[src/common/rtb_defines.svh]
// Operation
// RULE_01: fine mode corrects the time base once per minute
// RULE_02: each step adds or removes two cycles
// RULE_03: zero step count disables trimming entirely
// RULE_04: direction bit selects adding or removing cycles
// RULE_05: host sets direction when oscillator runs slow
// RULE_06: trimming keeps running on backup supply
// RULE_07: coarse mode corrects once every second
// RULE_08: coarse plus square wave gives trimmed 1 Hz
// RULE_09: coarse 1 Hz output off on backup
// RULE_10: host leaves coarse mode off normally
// RULE_11: host frequency calibration sequence with zero trim
// RULE_12: host trim from measured frequency formula
// RULE_13: host trim from ppm drift formula
// RULE_14: switch to backup below threshold, back above
// RULE_15: host sets backup enable before losing power
// RULE_16: backup keeps time, drops serial and square wave
// RULE_17: power loss and return capture timestamps, flag
// RULE_18: no new timestamps while loss flag set
// RULE_19: clearing loss flag clears all timestamps
// RULE_20: host starts oscillator, waits running, enables backup
// RULE_21: trim register at 0x09, cleared at reset
// RULE_22: every divided rate trimmed, undivided rate not
// RULE_23: timestamp month carries weekday in bits 7-5
// RULE_24: adding shortens second, removing lengthens it
// RULE_25: correction sits in divider feeding seconds
`ifndef RTB_DEFINES_SVH
`define RTB_DEFINES_SVH

// ----------------------------------------
// register addresses
// ----------------------------------------
`define RTB_ADDR_START 8'h00
`define RTB_ADDR_HOUR  8'h02
`define RTB_ADDR_WEEKDAY_FIELD 8'h03
`define RTB_ADDR_CTRL  8'h08
`define RTB_ADDR_TRIM  8'h09
`define RTB_TS_PAGE    5'h03

// ----------------------------------------
// field positions
// ----------------------------------------
`define RTB_START_BIT  7
`define RTB_DIR_BIT    7
`define RTB_RUN_BIT    5
`define RTB_FLAG_BIT   4
`define RTB_BATEN_BIT  3
`define RTB_SQUARE_WAVE_ENABLE_BIT  6
`define RTB_EXTERNAL_CLOCK_INPUT_ENABLE_BIT 3
`define RTB_COARSE_BIT 2

// ----------------------------------------
// values and counts
// ----------------------------------------
`define RTB_DIV_NOMINAL 16'h7fff
`define RTB_DIV_HALF    16'h4000
`define RTB_LAST_SEC    6'h3b
`define RTB_TRIM_OFF    8'h00
`define RTB_RATE_UNDIV  2'h0
`define RTB_RATE_DIV4   2'h1
`define RTB_RATE_DIV8   2'h2
`define RTB_RATE_1HZ    2'h3
`define RTB_CTRL_TOP    1'b1

`endif

[src/common/rtb_pkg.sv]
`default_nettype none
package rtb_pkg;
   // whole block state, registered once per clock
   typedef struct packed {
      logic [2:0]      osc_sync;    // time base pin synchroniser
      logic            osc_lvl;     // filtered time base level
      logic [2:0]      vcc_sync;    // threshold pin synchroniser
      logic            vcc_lvl;     // filtered below-threshold level
      logic [15:0]     div_cnt;     // time base cycles in this second
      logic [5:0]      sec_in_min;  // seconds within the minute
      logic            second_tick; // trimmed one second pulse
      logic            sqw_out;     // square wave output
      logic [6:0]      ctrl;        // control bits 6..0
      logic [7:0]      trim;        // trim step count
      logic            trim_dir;    // 1 adds cycles
      logic            start_bit;   // oscillator start
      logic            bat_en;      // backup supply enable
      logic            pwr_flag;    // power loss flag
      logic            osc_run;     // oscillator running flag
      logic            up_pending;  // power-up stamp still owed
      logic            on_backup;   // running from backup
      logic [7:0][7:0] ts;          // 3..0 down set, 7..4 up set
      logic [7:0]      rdata;       // read data
   } rtb_state_s;
endpackage : rtb_pkg
`default_nettype wire

[src/logic/rtb_trim_backup.sv]
`timescale 1ns/1ns
`default_nettype none
`include "rtb_defines.svh"
module rtb_trim_backup
   import rtb_pkg::*;
(
   input  wire logic       sys_clk,
   input  wire logic       rst_n,
   input  wire logic       osc_clk_pin,      // 32.768 kHz time base
   input  wire logic       vcc_below_trip,   // supply comparator pin
   input  wire logic       reg_wr,
   input  wire logic       reg_rd,
   input  wire logic [7:0] reg_addr,
   input  wire logic [7:0] reg_wdata,
   output logic      [7:0] reg_rdata,
   input  wire logic [6:0] cur_minutes,
   input  wire logic [6:0] cur_hours,
   input  wire logic [5:0] cur_date,
   input  wire logic [4:0] cur_month,
   input  wire logic [2:0] cur_weekday,
   output logic            second_tick,
   output logic            clock_output_pin,
   output logic            on_backup,
   output logic            oscillator_running_flag
);

   // ----------------------------------------
   // state and derived terms
   // ----------------------------------------
   rtb_state_s  st;          // registered state
   rtb_state_s  nx;          // next state
   logic        osc_rise;    // agreed rising edge of time base
   logic        osc_on;      // start bit or external input
   logic        corr;        // this second carries a correction
   logic [15:0] step2;       // two cycles per step
   logic [15:0] term;        // last count of this second
   logic        acc_ok;      // serial access alive

   // edge counts only once second and third stages agree
   assign osc_rise = (st.osc_sync[2] == st.osc_sync[1]) && st.osc_sync[2] && !st.osc_lvl;
   assign osc_on   = st.start_bit | st.ctrl[`RTB_EXTERNAL_CLOCK_INPUT_ENABLE_BIT];
   // per second in coarse mode, else last second of minute
   assign corr     = st.ctrl[`RTB_COARSE_BIT] || (st.sec_in_min == `RTB_LAST_SEC); // [RULE_01] [RULE_07]
   assign step2    = {7'h00, st.trim, 1'b0}; // [RULE_02]
   // adding shortens the second, removing stretches it
   always_comb begin
      term = `RTB_DIV_NOMINAL;
      if (corr && st.trim != `RTB_TRIM_OFF) begin // [RULE_03]
         if (st.trim_dir) begin // [RULE_04]
            term = `RTB_DIV_NOMINAL - step2; // [RULE_24]
         end else begin
            term = `RTB_DIV_NOMINAL + step2; // [RULE_24]
         end
      end
   end
   // serial side is dead on backup
   assign acc_ok = !st.on_backup; // [RULE_16]

   // stamp of the current calendar, weekday above month
   function automatic logic [3:0][7:0] stamp(input logic [6:0] mi, input logic [6:0] hr,
                                            input logic [5:0] dt, input logic [4:0] mo,
                                            input logic [2:0] wd);
      stamp = {{wd, mo}, {2'h0, dt}, {1'b0, hr}, {1'b0, mi}}; // [RULE_23]
   endfunction : stamp

   // ----------------------------------------
   // next state
   // ----------------------------------------
   always_comb begin
      nx             = st;
      nx.second_tick = 1'b0;
      // three stage synchronisers, first stage feeds only the second
      nx.osc_sync = {st.osc_sync[1:0], osc_clk_pin};
      nx.vcc_sync = {st.vcc_sync[1:0], vcc_below_trip};
      if (st.osc_sync[2] == st.osc_sync[1]) begin
         nx.osc_lvl = st.osc_sync[2];
      end
      if (st.vcc_sync[2] == st.vcc_sync[1]) begin
         nx.vcc_lvl = st.vcc_sync[2];
      end
      // trimmed divider, runs on backup too; >= absorbs trim changes mid-second
      if (osc_on && osc_rise) begin // [RULE_06]
         if (st.div_cnt >= term) begin // [RULE_25]
            nx.div_cnt     = 16'h0000;
            nx.second_tick = 1'b1;
            nx.sec_in_min  = (st.sec_in_min == `RTB_LAST_SEC) ? 6'h00 : st.sec_in_min + 6'h01;
         end else begin
            nx.div_cnt = st.div_cnt + 16'h0001;
         end
      end
      // running flag needs a seen edge while enabled
      nx.osc_run = osc_on && (st.osc_run || osc_rise);
      // supply switch follows the threshold level
      nx.on_backup = st.vcc_lvl && st.bat_en; // [RULE_14]
      // register writes, ignored while on backup
      if (reg_wr && acc_ok) begin
         case (reg_addr)
            `RTB_ADDR_START: begin
               nx.start_bit = reg_wdata[`RTB_START_BIT];
            end
            `RTB_ADDR_HOUR: begin
               nx.trim_dir = reg_wdata[`RTB_DIR_BIT];
            end
            `RTB_ADDR_WEEKDAY_FIELD: begin
               nx.bat_en = reg_wdata[`RTB_BATEN_BIT];
               // writing zero clears flag and every stamp
               if (!reg_wdata[`RTB_FLAG_BIT]) begin
                  nx.pwr_flag   = 1'b0;
                  nx.ts         = '0; // [RULE_19]
                  nx.up_pending = 1'b0;
               end
            end
            `RTB_ADDR_CTRL: begin
               nx.ctrl = reg_wdata[6:0];
            end
            `RTB_ADDR_TRIM: begin
               nx.trim = reg_wdata; // [RULE_21]
            end
            default: begin
               if (reg_addr[7:3] == `RTB_TS_PAGE) begin
                  nx.ts[reg_addr[2:0]] = reg_wdata;
               end
            end
         endcase
      end
      // power events come after writes so a capture wins over a clear
      if (nx.on_backup && !st.on_backup && !st.pwr_flag) begin // [RULE_18]
         nx.ts[3:0]    = stamp(cur_minutes, cur_hours, cur_date, cur_month, cur_weekday); // [RULE_17]
         nx.pwr_flag   = 1'b1;
         nx.up_pending = 1'b1;
      end
      // return stamp only belongs to a logged loss
      if (!nx.on_backup && st.on_backup && st.up_pending) begin
         nx.ts[7:4]    = stamp(cur_minutes, cur_hours, cur_date, cur_month, cur_weekday); // [RULE_17]
         nx.up_pending = 1'b0;
      end
      // square wave, silent on backup
      nx.sqw_out = 1'b0;
      if (st.ctrl[`RTB_SQUARE_WAVE_ENABLE_BIT] && !st.on_backup) begin // [RULE_09] [RULE_16]
         if (st.ctrl[`RTB_COARSE_BIT]) begin
            nx.sqw_out = st.div_cnt < `RTB_DIV_HALF; // [RULE_08]
         end else begin
            case (st.ctrl[1:0])
               `RTB_RATE_UNDIV: nx.sqw_out = st.osc_lvl; // [RULE_22]
               `RTB_RATE_DIV4:  nx.sqw_out = st.div_cnt[1]; // [RULE_22]
               `RTB_RATE_DIV8:  nx.sqw_out = st.div_cnt[2]; // [RULE_22]
               default:         nx.sqw_out = st.div_cnt < `RTB_DIV_HALF;
            endcase
         end
      end
      // read data, zero for unmapped or while on backup
      nx.rdata = 8'h00;
      if (reg_rd && acc_ok) begin
         case (reg_addr)
            `RTB_ADDR_START: nx.rdata = {st.start_bit, 7'h00};
            `RTB_ADDR_HOUR:  nx.rdata = {st.trim_dir, cur_hours};
            `RTB_ADDR_WEEKDAY_FIELD: nx.rdata = {2'h0, st.osc_run, st.pwr_flag, st.bat_en, cur_weekday};
            `RTB_ADDR_CTRL:  nx.rdata = {`RTB_CTRL_TOP, st.ctrl};
            `RTB_ADDR_TRIM:  nx.rdata = st.trim;
            default: begin
               if (reg_addr[7:3] == `RTB_TS_PAGE) begin
                  nx.rdata = st.ts[reg_addr[2:0]];
               end
            end
         endcase
      end
   end

   // ----------------------------------------
   // state register
   // ----------------------------------------
   always_ff @(posedge sys_clk or negedge rst_n) begin
      if (!rst_n) begin
         st <= '0; // [RULE_21]
      end else begin
         st <= nx;
      end
   end

   assign reg_rdata               = st.rdata;
   assign second_tick             = st.second_tick;
   assign clock_output_pin        = st.sqw_out;
   assign on_backup               = st.on_backup;
   assign oscillator_running_flag = st.osc_run;
endmodule : rtb_trim_backup
`default_nettype wire

[config.mk]
export PLATFORM = sky130hd
export DESIGN_NAME = rtb_trim_backup
export DESIGN_NICKNAME = d
export VERILOG_FILES = /design/src/common/rtb_pkg.sv /design/src/logic/rtb_trim_backup.sv
export VERILOG_INCLUDE_DIRS = /design/src /design/src/common
export SDC_FILE = /design/constraint.sdc
export NUM_CORES = 1
export LEC_CHECK = 0
export ABC_CLOCK_PERIOD_IN_PS = 3400
export BUFFER_PORTS_ARGS = -buffer_cell sky130_fd_sc_hd__buf_2
export CAP_MARGIN = 20
export CORE_ASPECT_RATIO = 1.75
export CORE_UTILIZATION = 50
export CTS_BUF_LIST = sky130_fd_sc_hd__clkbuf_8
export DETAILED_ROUTE_END_ITERATION = 7
export PLACE_DENSITY = 0.71
export RECOVER_POWER = 100
export SYNTH_ARGS = -nofsm -noshare
export SYNTH_HDL_FRONTEND = slang
export SYNTH_SLANG_ARGS = --single-unit
[constraint.sdc]
create_clock -name sys_clk -period 3.4 [get_ports sys_clk]
set_input_delay 0.85 -clock sys_clk [delete_from_list [all_inputs] [get_ports sys_clk]]
set_output_delay 0.85 -clock sys_clk [all_outputs]
set_load 0.01 [all_outputs]
* Word-level counts from Yosys, hierarchy flattened
Index checks and enable logic that the tools add are counted.
** Word-level totals
- Output and inout bits :: 12
- Bits in registers :: 126
- Bits of input ports :: 50
- Word-level logic and storage cells :: 123
** Operators by class
- Bitwise operators :: 1
- Reduce and logical (&&, ||, !) cells :: 41
- Add/subtract/negate cells :: 4
- Equal/unequal tests :: 16
- Magnitude comparators :: 4
- Multiplexer cells :: 31
** Operators with widths (number)
- $mux W64 :: 3
- $pmux W64 S2 :: 1
- $bwmux W64 :: 1
- $mux W32 :: 2
- $mux W16 :: 3
- $pmux W8 S5 :: 1
- $mux W8 :: 4
- $bmux W8 S3 :: 1
- $demux W8 S3 :: 1
- $add A15 B9 Y16 const A :: 1
- $add A16 B1 Y16 const B :: 1
- $eq A8 B2 Y1 const B :: 2
- $eq A8 B4 Y1 const B :: 2
- $ge A16 B16 Y1 :: 1
- $lt A16 B15 Y1 const B :: 1
- $sub A15 B9 Y16 const A :: 1
- $logic_and A1 B1 Y1 :: 14
- $mux W1 :: 12
- $reduce_and A2 Y1 :: 6
- $reduce_bool A3 Y1 :: 4
- $logic_not A8 Y1 :: 1
- $reduce_and A4 Y1 :: 2
- $reduce_bool A8 Y1 :: 1
- $add A6 B1 Y6 const B :: 1
- other kinds (19) :: 30

* Logic depth before layout (Yosys ltp)
Gate-level depths: netlist of run 1.
- Word-level depth :: 9
- Mapped depth :: 15
- Gate-level depth less buffers :: 14

* Least setup slack after synthesis of run 1
OpenSTA, ideal clock, no wires.
- Kind :: reg-to-reg
- Start point :: reg st[83] (netlist name)
- End point :: reg st[107] (netlist name)
- Period minus slack after synthesis :: 3394 ps
- Arrival time :: 3262 ps
- Path slack :: 6 ps
- Stages on the path, launching flop included :: 15
- Required time :: 3268 ps
- Cell sequence :: dfrtp_1 -> clkbuf_1 -> nor4_1 -> nand2_1 -> o21ai_1 -> nor2_1 -> inv_1 -> a21oi_1 -> ha_1 -> nand2_1 -> nor4_1 -> a31oi_1 -> a21oi_2 -> clkbuf_1 -> nor2_1
** Between the ends
- Longest elaborated chain between the ends :: 5
** Ends and longest elaborated chain
- start, declared :: RTL line rtb_trim_backup.sv:30 : rtb_state_s st;
- start signal, assigned :: RTL line rtb_trim_backup.sv:176 : st <= nx;
- $add A15 B9 Y16 (no source line), or another cell as far along
- $mux W16 or $logic_and A1 B1 Y1 (tied branches)
- $mux W16 (*) :: RTL line rtb_trim_backup.sv:48 : if (corr && st.trim != `RTB_TRIM_OFF) begin
- $ge A16 B16 Y1 (*) :: RTL line rtb_trim_backup.sv:83 : if (st.div_cnt >= term) begin
- $mux W16 (*) :: RTL line rtb_trim_backup.sv:83
Mark *: on every way between the ends. The rest lies on a longest branch, timed or not.
A chain may end at the register's enable or synchronous reset.

* Worst setup path after layout of run 1
- Start point :: in reg_addr[5]
- End point :: reg st[37] (netlist name)
** Between the ends
- Longest elaborated chain between the ends :: 5
** Ends and longest elaborated chain
- start, declared :: RTL line rtb_trim_backup.sv:13 : input wire logic [7:0] reg_addr,
- $eq A8 B4 Y1, or another cell as far along :: RTL line rtb_trim_backup.sv:97 : case (reg_addr)
- $reduce_or A4 Y1 (no source line)
- $pmux W64 S2 :: RTL line rtb_trim_backup.sv:97
- $mux W64 :: RTL line rtb_trim_backup.sv:96 : if (reg_wr && acc_ok) begin
- $mux W32 :: RTL line rtb_trim_backup.sv:127 : if (nx.on_backup && !st.on_backup && !st.pwr_flag) begin
Parallel ways exist; a longest one is shown, timed or not. The select of a mux whose other input is x is not followed.

==> results.txt, run 1 <==
Status: complete, but fails checks
Failing checks: max-capacitance violations, max-slew violations
Die span in x: 93.6 um
Crit path launch type: primary input
Max Root-Sink Buffers: 2
Endpoint class of the critical path: flop
CTS root buf: clkbuf_8
Die ar.: 15200 sq um
Hold WC Path Type: flop to flop
Slew @ Worst Pin: 2.37 ns
RSZ-0062 raised after global routing: no
Hpwl dp: 16700 um
Pleak: 3.64 nW
Clock skew: 0.0122 ns
Drt first pass iters: 5
Share of Yosys cell area claimed by the top area cell type: 43.0%
Vias per cell: 6.40
Post-layout util: 57.0%
Arr. time, crit path: 3.51 ns
Largest net degree at the start of global routing: 59
Fillcell total: 1279
Worst path bufs/invs: 1
Simple-gate share of the synthesized area: 14.7%
Routed Antenna Nets: 0
Post-cts sizing count: 0
Vias in the first global route: 6662
Initial core utilization: 51.0%
TritonCTS clock tree: yes
Number of synthesized flops with an enable pin: 0
Post-Place Worst Slack: 0.136 ns
Syn_area_per_cell: 9.55 sq um
Slew Limit Fails: 42
Setup Buffers After CTS: 0
Number of H-tree levels: 4
Gpl congestion: 0.982
Slowest CP cell: nor4_1
CTS Buf Count: 17
Main synth FF type: dfrtp_1
Worst vdd ir: 0.000228 V
WL/cell: 22.5 um
Worst skew pair latency: 0.45 ns
Antenna cells: 0
Post-synth net total: 837
Post-DP Area: 7830 sq um
CP required: 3.72 ns
Final cycle utilization of the critical path: 93.8%
Area Growth Syn to Fin: 11.6%
Cts hold-fix bufs: 0
Clock Sink Count: 126
First-pass GRT wire length: 35600 um
Synth Area in Adders: 3.38%
1st-iter DRT viols: 490
Largest family of logic cells by synthesized area: compound AO/OA/AOI/OAI gates
Layout cells sized above 1: 18.8%
I/O pin total: 62
DRT Wirelength: 22800 um
Distinct cells, synth: 73
Synth Cell Area: 7330 sq um
Synthesis Warnings: 0
Area leader, netlist: dfrtp_1
Cell area after layout: 8190 sq um
# Max-Cap Violations: 1
Cells after synthesis: 768
Post-synthesis compound-gate area fraction: 21.8%
Seq/Total Area, Yosys: 43.0%
Layout net count: 888
Setup TNS: 0 ns
Slew headroom: -57.7%
Setup ws final: 0.210 ns
Worst-path cell chain: buf_2, or3_1, nor4_1, o21ai_2, o21ai_4, mux2_2
Mux cell area share after synthesis: 9.84%
CORE AREA: 14400 sq um
Critical path class: primary input to flop
CTS clk-pin slew, worst paths: 0.08 ns
Fmax: 313 MHz
Drt drc: 0
Initial antenna violation count: 0
Synth Area in XOR/XNOR: 2.15%
Minimum clock period: 3.19 ns
Setup Viol. Count Final: 0
# rows: 58
Min Hold Slack: 0.358 ns
Grt ovf: 0
Final hold violation count: 0
Gr usage total: 31.4%
Power per cell area: 440 nW/um^2
Worst Path Max Fanout: 22
Synth area leaders: dfrtp_1, mux2_2, nand2_1
Port bufs: 61
Die height: 162 um
Register bit total from synthesis: 126
Via count: 6476
Critical Path Max Stage Delay: 0.68 ns
Ys async rst share: 100%
CP top delay family: simple AND/OR/NAND/NOR gates
[final cells by class]
class	count	area [sq um]	area share, %
multi-input cells	557	3800	46.4
flip-flops and latches	126	3150	38.5
repair buffers	88	484	5.91
clock buffers	18	248	3.03
well taps	180	225	2.75
clock inverters	14	171	2.09
inverters	29	109	1.33
[cell usage after synthesis, types with 7 or more instances]
cell	n
dfrtp_1	126
nand2_1	88
o21ai_0	66
nor2_1	51
mux2_2	41
a21oi_1	39
inv_1	29
a2bb2oi_1	26
clkbuf_1	23
a22o_1	19
ha_1	19
nand3_1	19
xnor2_1	14
buf_2	13
nor3_1	13
nor2b_1	12
o22ai_1	12
a22oi_1	10
buf_4	9
o211ai_1	9
a32oi_1	8
buf_1	8
mux2i_1	8
a31oi_1	7
[final timing paths]
check	start	end	slack (ns)	cells after the start
setup / recovery	reg_addr[5]	st[37]$_DFFE_PN0P_	0.21	6
max in group asynchronous	rst_n	st[111]$_DFFE_PN0P_	0.57	2
hold / removal	nx[120]$_DFF_PN0_	nx[121]$_DFF_PN0_	0.36	0
setup reg to reg	st[96]$_DFFE_PN0P_	st[105]$_DFFE_PN0P_	0.29	13
min in group asynchronous	rst_n	nx[120]$_DFF_PN0_	1.10	1
hold reg to reg	nx[120]$_DFF_PN0_	nx[121]$_DFF_PN0_	0.36	0
[layout by cell type (no fill, tap or decap), types with 4 or more instances in the layout]
master,synthesis,routed
mux2_2,41,38
mux2_1,6,9
a32oi_1,8,8
clkinv_4,0,5
nand3_1,19,19
a31oi_1,7,7
nor2_1,51,51
xor2_1,4,4
a22oi_1,10,10
nor2b_1,12,12
o21ai_0,66,67
clkbuf_8,0,18
buf_4,9,20
mux2i_1,8,8
clkinvlp_4,0,4
and3_1,5,5
nor4_1,4,4
o31ai_1,4,4
dfrtp_1,126,126
a21oi_1,39,39
inv_1,29,31
buf_2,13,49
o21ai_1,6,6
clkbuf_1,23,17
nor3_1,13,13
xnor2_1,14,14
a2bb2oi_1,26,26
a22o_1,19,19
a221oi_1,6,6
o211ai_1,9,9
nand4_1,4,4
mux4_2,5,5
nand2_1,88,88
o22ai_1,12,12
ha_1,19,19
[cells by family (layout without fill, tap and decap cells)]
group,after synthesis,in the layout
xor+xnor,18,18
compound gates,237,237
buf+inv,85,149
flops,126,126
simple gates,222,222
fa+ha+maj,20,20
mux,60,60
[routing by layer]
layer	routed length (um)	GRT usage (%)	up-vias
li1	-	-	2906
met5	0	0	-
met1	8100	33.2	3150
met4	2030	28.0	0
met3	1170	5.34	122
met2	11500	52.6	298
[power breakdown]
| part | internal [mW] | total (mW) | switching [mW] |
|---|---|---|---|
| Clock | 0.743 | 1.39 | 0.645 |
| Sequential | 1.62 | 1.72 | 0.100 |
| Combinational | 0.213 | 0.494 | 0.281 |
| Total | 2.57 | 3.60 | 1.03 |
[state kept, by name, indices dropped and copies added, names as in the netlist]
signal / flops
st: 110
reg_rdata: 8
nx: 4
clock_output_pin: 1
on_backup: 1
oscillator_running_flag: 1
second_tick: 1
[per-stage QoR]
stage	cells	power, mW
global placement	979	2.21
detailed placement	980	2.23
global route	1012	3.74
CTS	1012	3.61
finish	1012	3.60
floorplan	768	2.01
(Power assumes the default switching activity.)
==> run 2, diff against run 1 <==
- GPL_TIMING_DRIVEN: unset -> 0
==> run 2 against run 1 <==
Compared with the run above:
- the run still ends with max-capacitance violations, max-slew violations left
- cell area grew 1.7%
- fmax is 3.6% lower
- sequential share of layout area fell by 0.62 points
- first-iteration DRC count decreased by 15%
- die area is the same
- worst setup slack got worse by 0.12 ns
- hold slack worse by 0.0052 ns
- clock power decreased by 7%
- global-route usage increased by 3.2 points
- core utilization grew 0.96 points
- register-to-register slack lost 0.18 ns
- non-clock buffer count grew 33
- critical endpoint is now st[31]$_DFFE_PN0P_
- highest routed layer unchanged
==> results.txt, run 2 (synthesis results as in run 1) <==
Status: complete, but fails checks
Failing checks: max-capacitance violations, max-slew violations
Drt first pass iters: 5 (unchanged)
Reg with most FFs: st
Final std cells w/o fill: 1045 (+3.3%)
CTS clk-pin slew, worst paths: 0.07 ns (about the same)
Commonest non-fill, non-tap cell in the layout: dfrtp_1
Final cycle utilization of the critical path: 97.3% (+3.5 points)
Antenna cells: 0 (unchanged)
Worst reg2reg endpoint: st[97]$_DFFE_PN0P_
CORE AREA: 14400 sq um (unchanged)
Grt ovf: 0 (unchanged)
Post-layout util: 57.9% (+0.96 points)
Number of H-tree levels: 4 (unchanged)
Most frequent CP cell: clkbuf_1
Reg2Reg Depth: 14 (+1)
Vias per cell: 6.44 (+0.58%)
Reg-to-reg setup timing slack: 0.11 ns (-0.18 ns)
WL/cell: 23.9 um (+6.5%)
Hold_sp: nx[124]$_DFF_PN0_
1st-iter DRT viols: 415 (-15%)
CP startpoint: reg_addr[2]
Cts hold-fix bufs: 0 (unchanged)
CP required: 3.70 ns (-0.02 ns)
Critical path class: primary input to flop
Critical Path Max Stage Delay: 1.05 ns (+0.37 ns)
Power per cell area: 423 nW/um^2 (-3.7%)
Via count: 6726 (+3.9%)
Routed Antenna Nets: 0 (unchanged)
TritonCTS clock tree: yes
Initial antenna violation count: 0 (unchanged)
Slew Limit Fails: 61 (+45%)
Initial core utilization: 51.0% (unchanged)
Gpl congestion: 1.08 (+9.9%)
Minimum clock period: 3.31 ns (+0.119 ns)
Gr usage total: 34.6% (+3.2 points)
Worst vdd ir: 0.000230 V (+1.1%)
Layout cells sized above 1: 19.0% (+0.21 points)
Arr. time, crit path: 3.61 ns (+0.10 ns)
Drt drc: 0 (unchanged)
Largest net degree at the start of global routing: 68 (+15%)
Worst skew pair latency: 0.45 ns (about the same)
Worst Path Max Fanout: 10 (-55%)
Hpwl dp: 18400 um (+10%)
# rows: 58 (unchanged)
Vias in the first global route: 6998 (+5.0%)
Slew headroom: -2.04% (+56 points)
Layout net count: 921 (+3.7%)
Slew @ Worst Pin: 1.53 ns (-0.834 ns)
Fillcell total: 1266 (-1.0%)
Fmax: 302 MHz (-3.6%)
# Max-Cap Violations: 1 (unchanged)
CTS Buf Count: 17 (unchanged)
Area Growth Syn to Fin: 13.5%
Worst-path cell chain: clkbuf_1, clkbuf_1, nor3b_1, a21oi_1, o21ai_2, o32ai_1
CTS root buf: clkbuf_8
Max Root-Sink Buffers: 2 (unchanged)
Clock Sink Count: 126 (unchanged)
DRT Wirelength: 25000 um (+9.9%)
Slowest CP cell: nor3b_1
Final hold violation count: 0 (unchanged)
I/O pin total: 62 (unchanged)
Endpoint class of the critical path: flop
Die ar.: 15200 sq um (unchanged)
Clock skew: 0.0109 ns (-0.00126 ns)
Most frequent cells in the layout: dfrtp_1, nand2_1, o21ai_0
First-pass GRT wire length: 38700 um (+8.7%)
Crit path launch type: primary input
End of the critical path: st[31]$_DFFE_PN0P_
Pleak: 3.69 nW (+1.5%)
Die span in x: 93.6 um (unchanged)
Hold WC Path Type: flop to flop
Port bufs: 54 (-11%)
Setup Viol. Count Final: 0 (unchanged)
Max FFs per register: 110 (unchanged)
Setup TNS: 0 ns (unchanged)
Die height: 162 um (unchanged)
Worst reg2reg startpoint: st[79]$_DFFE_PN0P_
Placed cells: 1003 (+2.3%)
run 2: cell types whose count changed in the layout (fill, tap and decap cells not counted), sizes merged:
cell,change
bufinv,-1
clkbuf,+35
inv,+1
buf,-2
clkinvlp,-2
clkinv,+2
run 2: worst min-delay path by stage:
stage               cells after the start                 to  slack, ns
floorplan                               0  nx[121]$_DFF_PN0_       0.33
global placement                        0  nx[121]$_DFF_PN0_       0.33
detailed placement                      0  nx[125]$_DFF_PN0_       0.34
CTS                                     0  nx[125]$_DFF_PN0_       0.36
global route                            0  nx[121]$_DFF_PN0_       0.37
finish                                  0  nx[125]$_DFF_PN0_       0.35
run 2: repair_timing:
action | CTS | global route
setup buffers | 6 | 4
endpoints found under the hold margin | 0 | 0
gates resized for setup | 12 | 8
setup endpoints to repair | 23 | 23
pin swaps | 4 | 4
gates cloned | 0 | 0
run 2: critical path, delay by kind of cell:
kind | cells | cell delay, ns
buf+inv | 2 | 0.59
compound gates | 3 | 1.12
simple gates | 1 | 1.05
run 2: report_power, final:
part / leakage [nW] / internal (mW) / switching (mW) / total, mW
clock: 0.202 / 0.657 / 0.638 / 1.29
sequential: 1.57 / 1.62 / 0.104 / 1.72
combinational: 1.92 / 0.212 / 0.297 / 0.509
total: 3.69 / 2.49 / 1.04 / 3.52
run 2: metrics by stage:
step                cell area, sq um  worst slack (ns)  hold WS (ns)  total power [mW]
floorplan                       7330           0.00609         0.331              2.01
global placement                7830            -0.862         0.334              2.21
detailed placement              7860            -0.978         0.340              2.23
CTS                             8360            0.0437         0.356              3.51
global route                    8330           -0.0213         0.366              3.65
finish                          8330            0.0911         0.353              3.52
run 2: routing by layer:
layer	share of wire, %	vias up	global-route usage, %
met1	35	3311	35.8
met2	51	324	60.9
met5	0	-	0
met3	5.6	117	6.41
li1	-	2974	-
met4	7.9	0	25.7
run 2: cell type report:
class / count / area, sq um / share of cell area, %
Timing Repair Buffer: 65 / 324 / 3.89
Clock inverter: 14 / 129 / 1.55
Sequential cell: 126 / 3150 / 37.9
Tap cell: 180 / 225 / 2.71
Multi-Input combinational cell: 557 / 3880 / 46.6
Inverter: 29 / 109 / 1.31
Clock buffer: 18 / 248 / 2.98
Buffer: 56 / 255 / 3.07
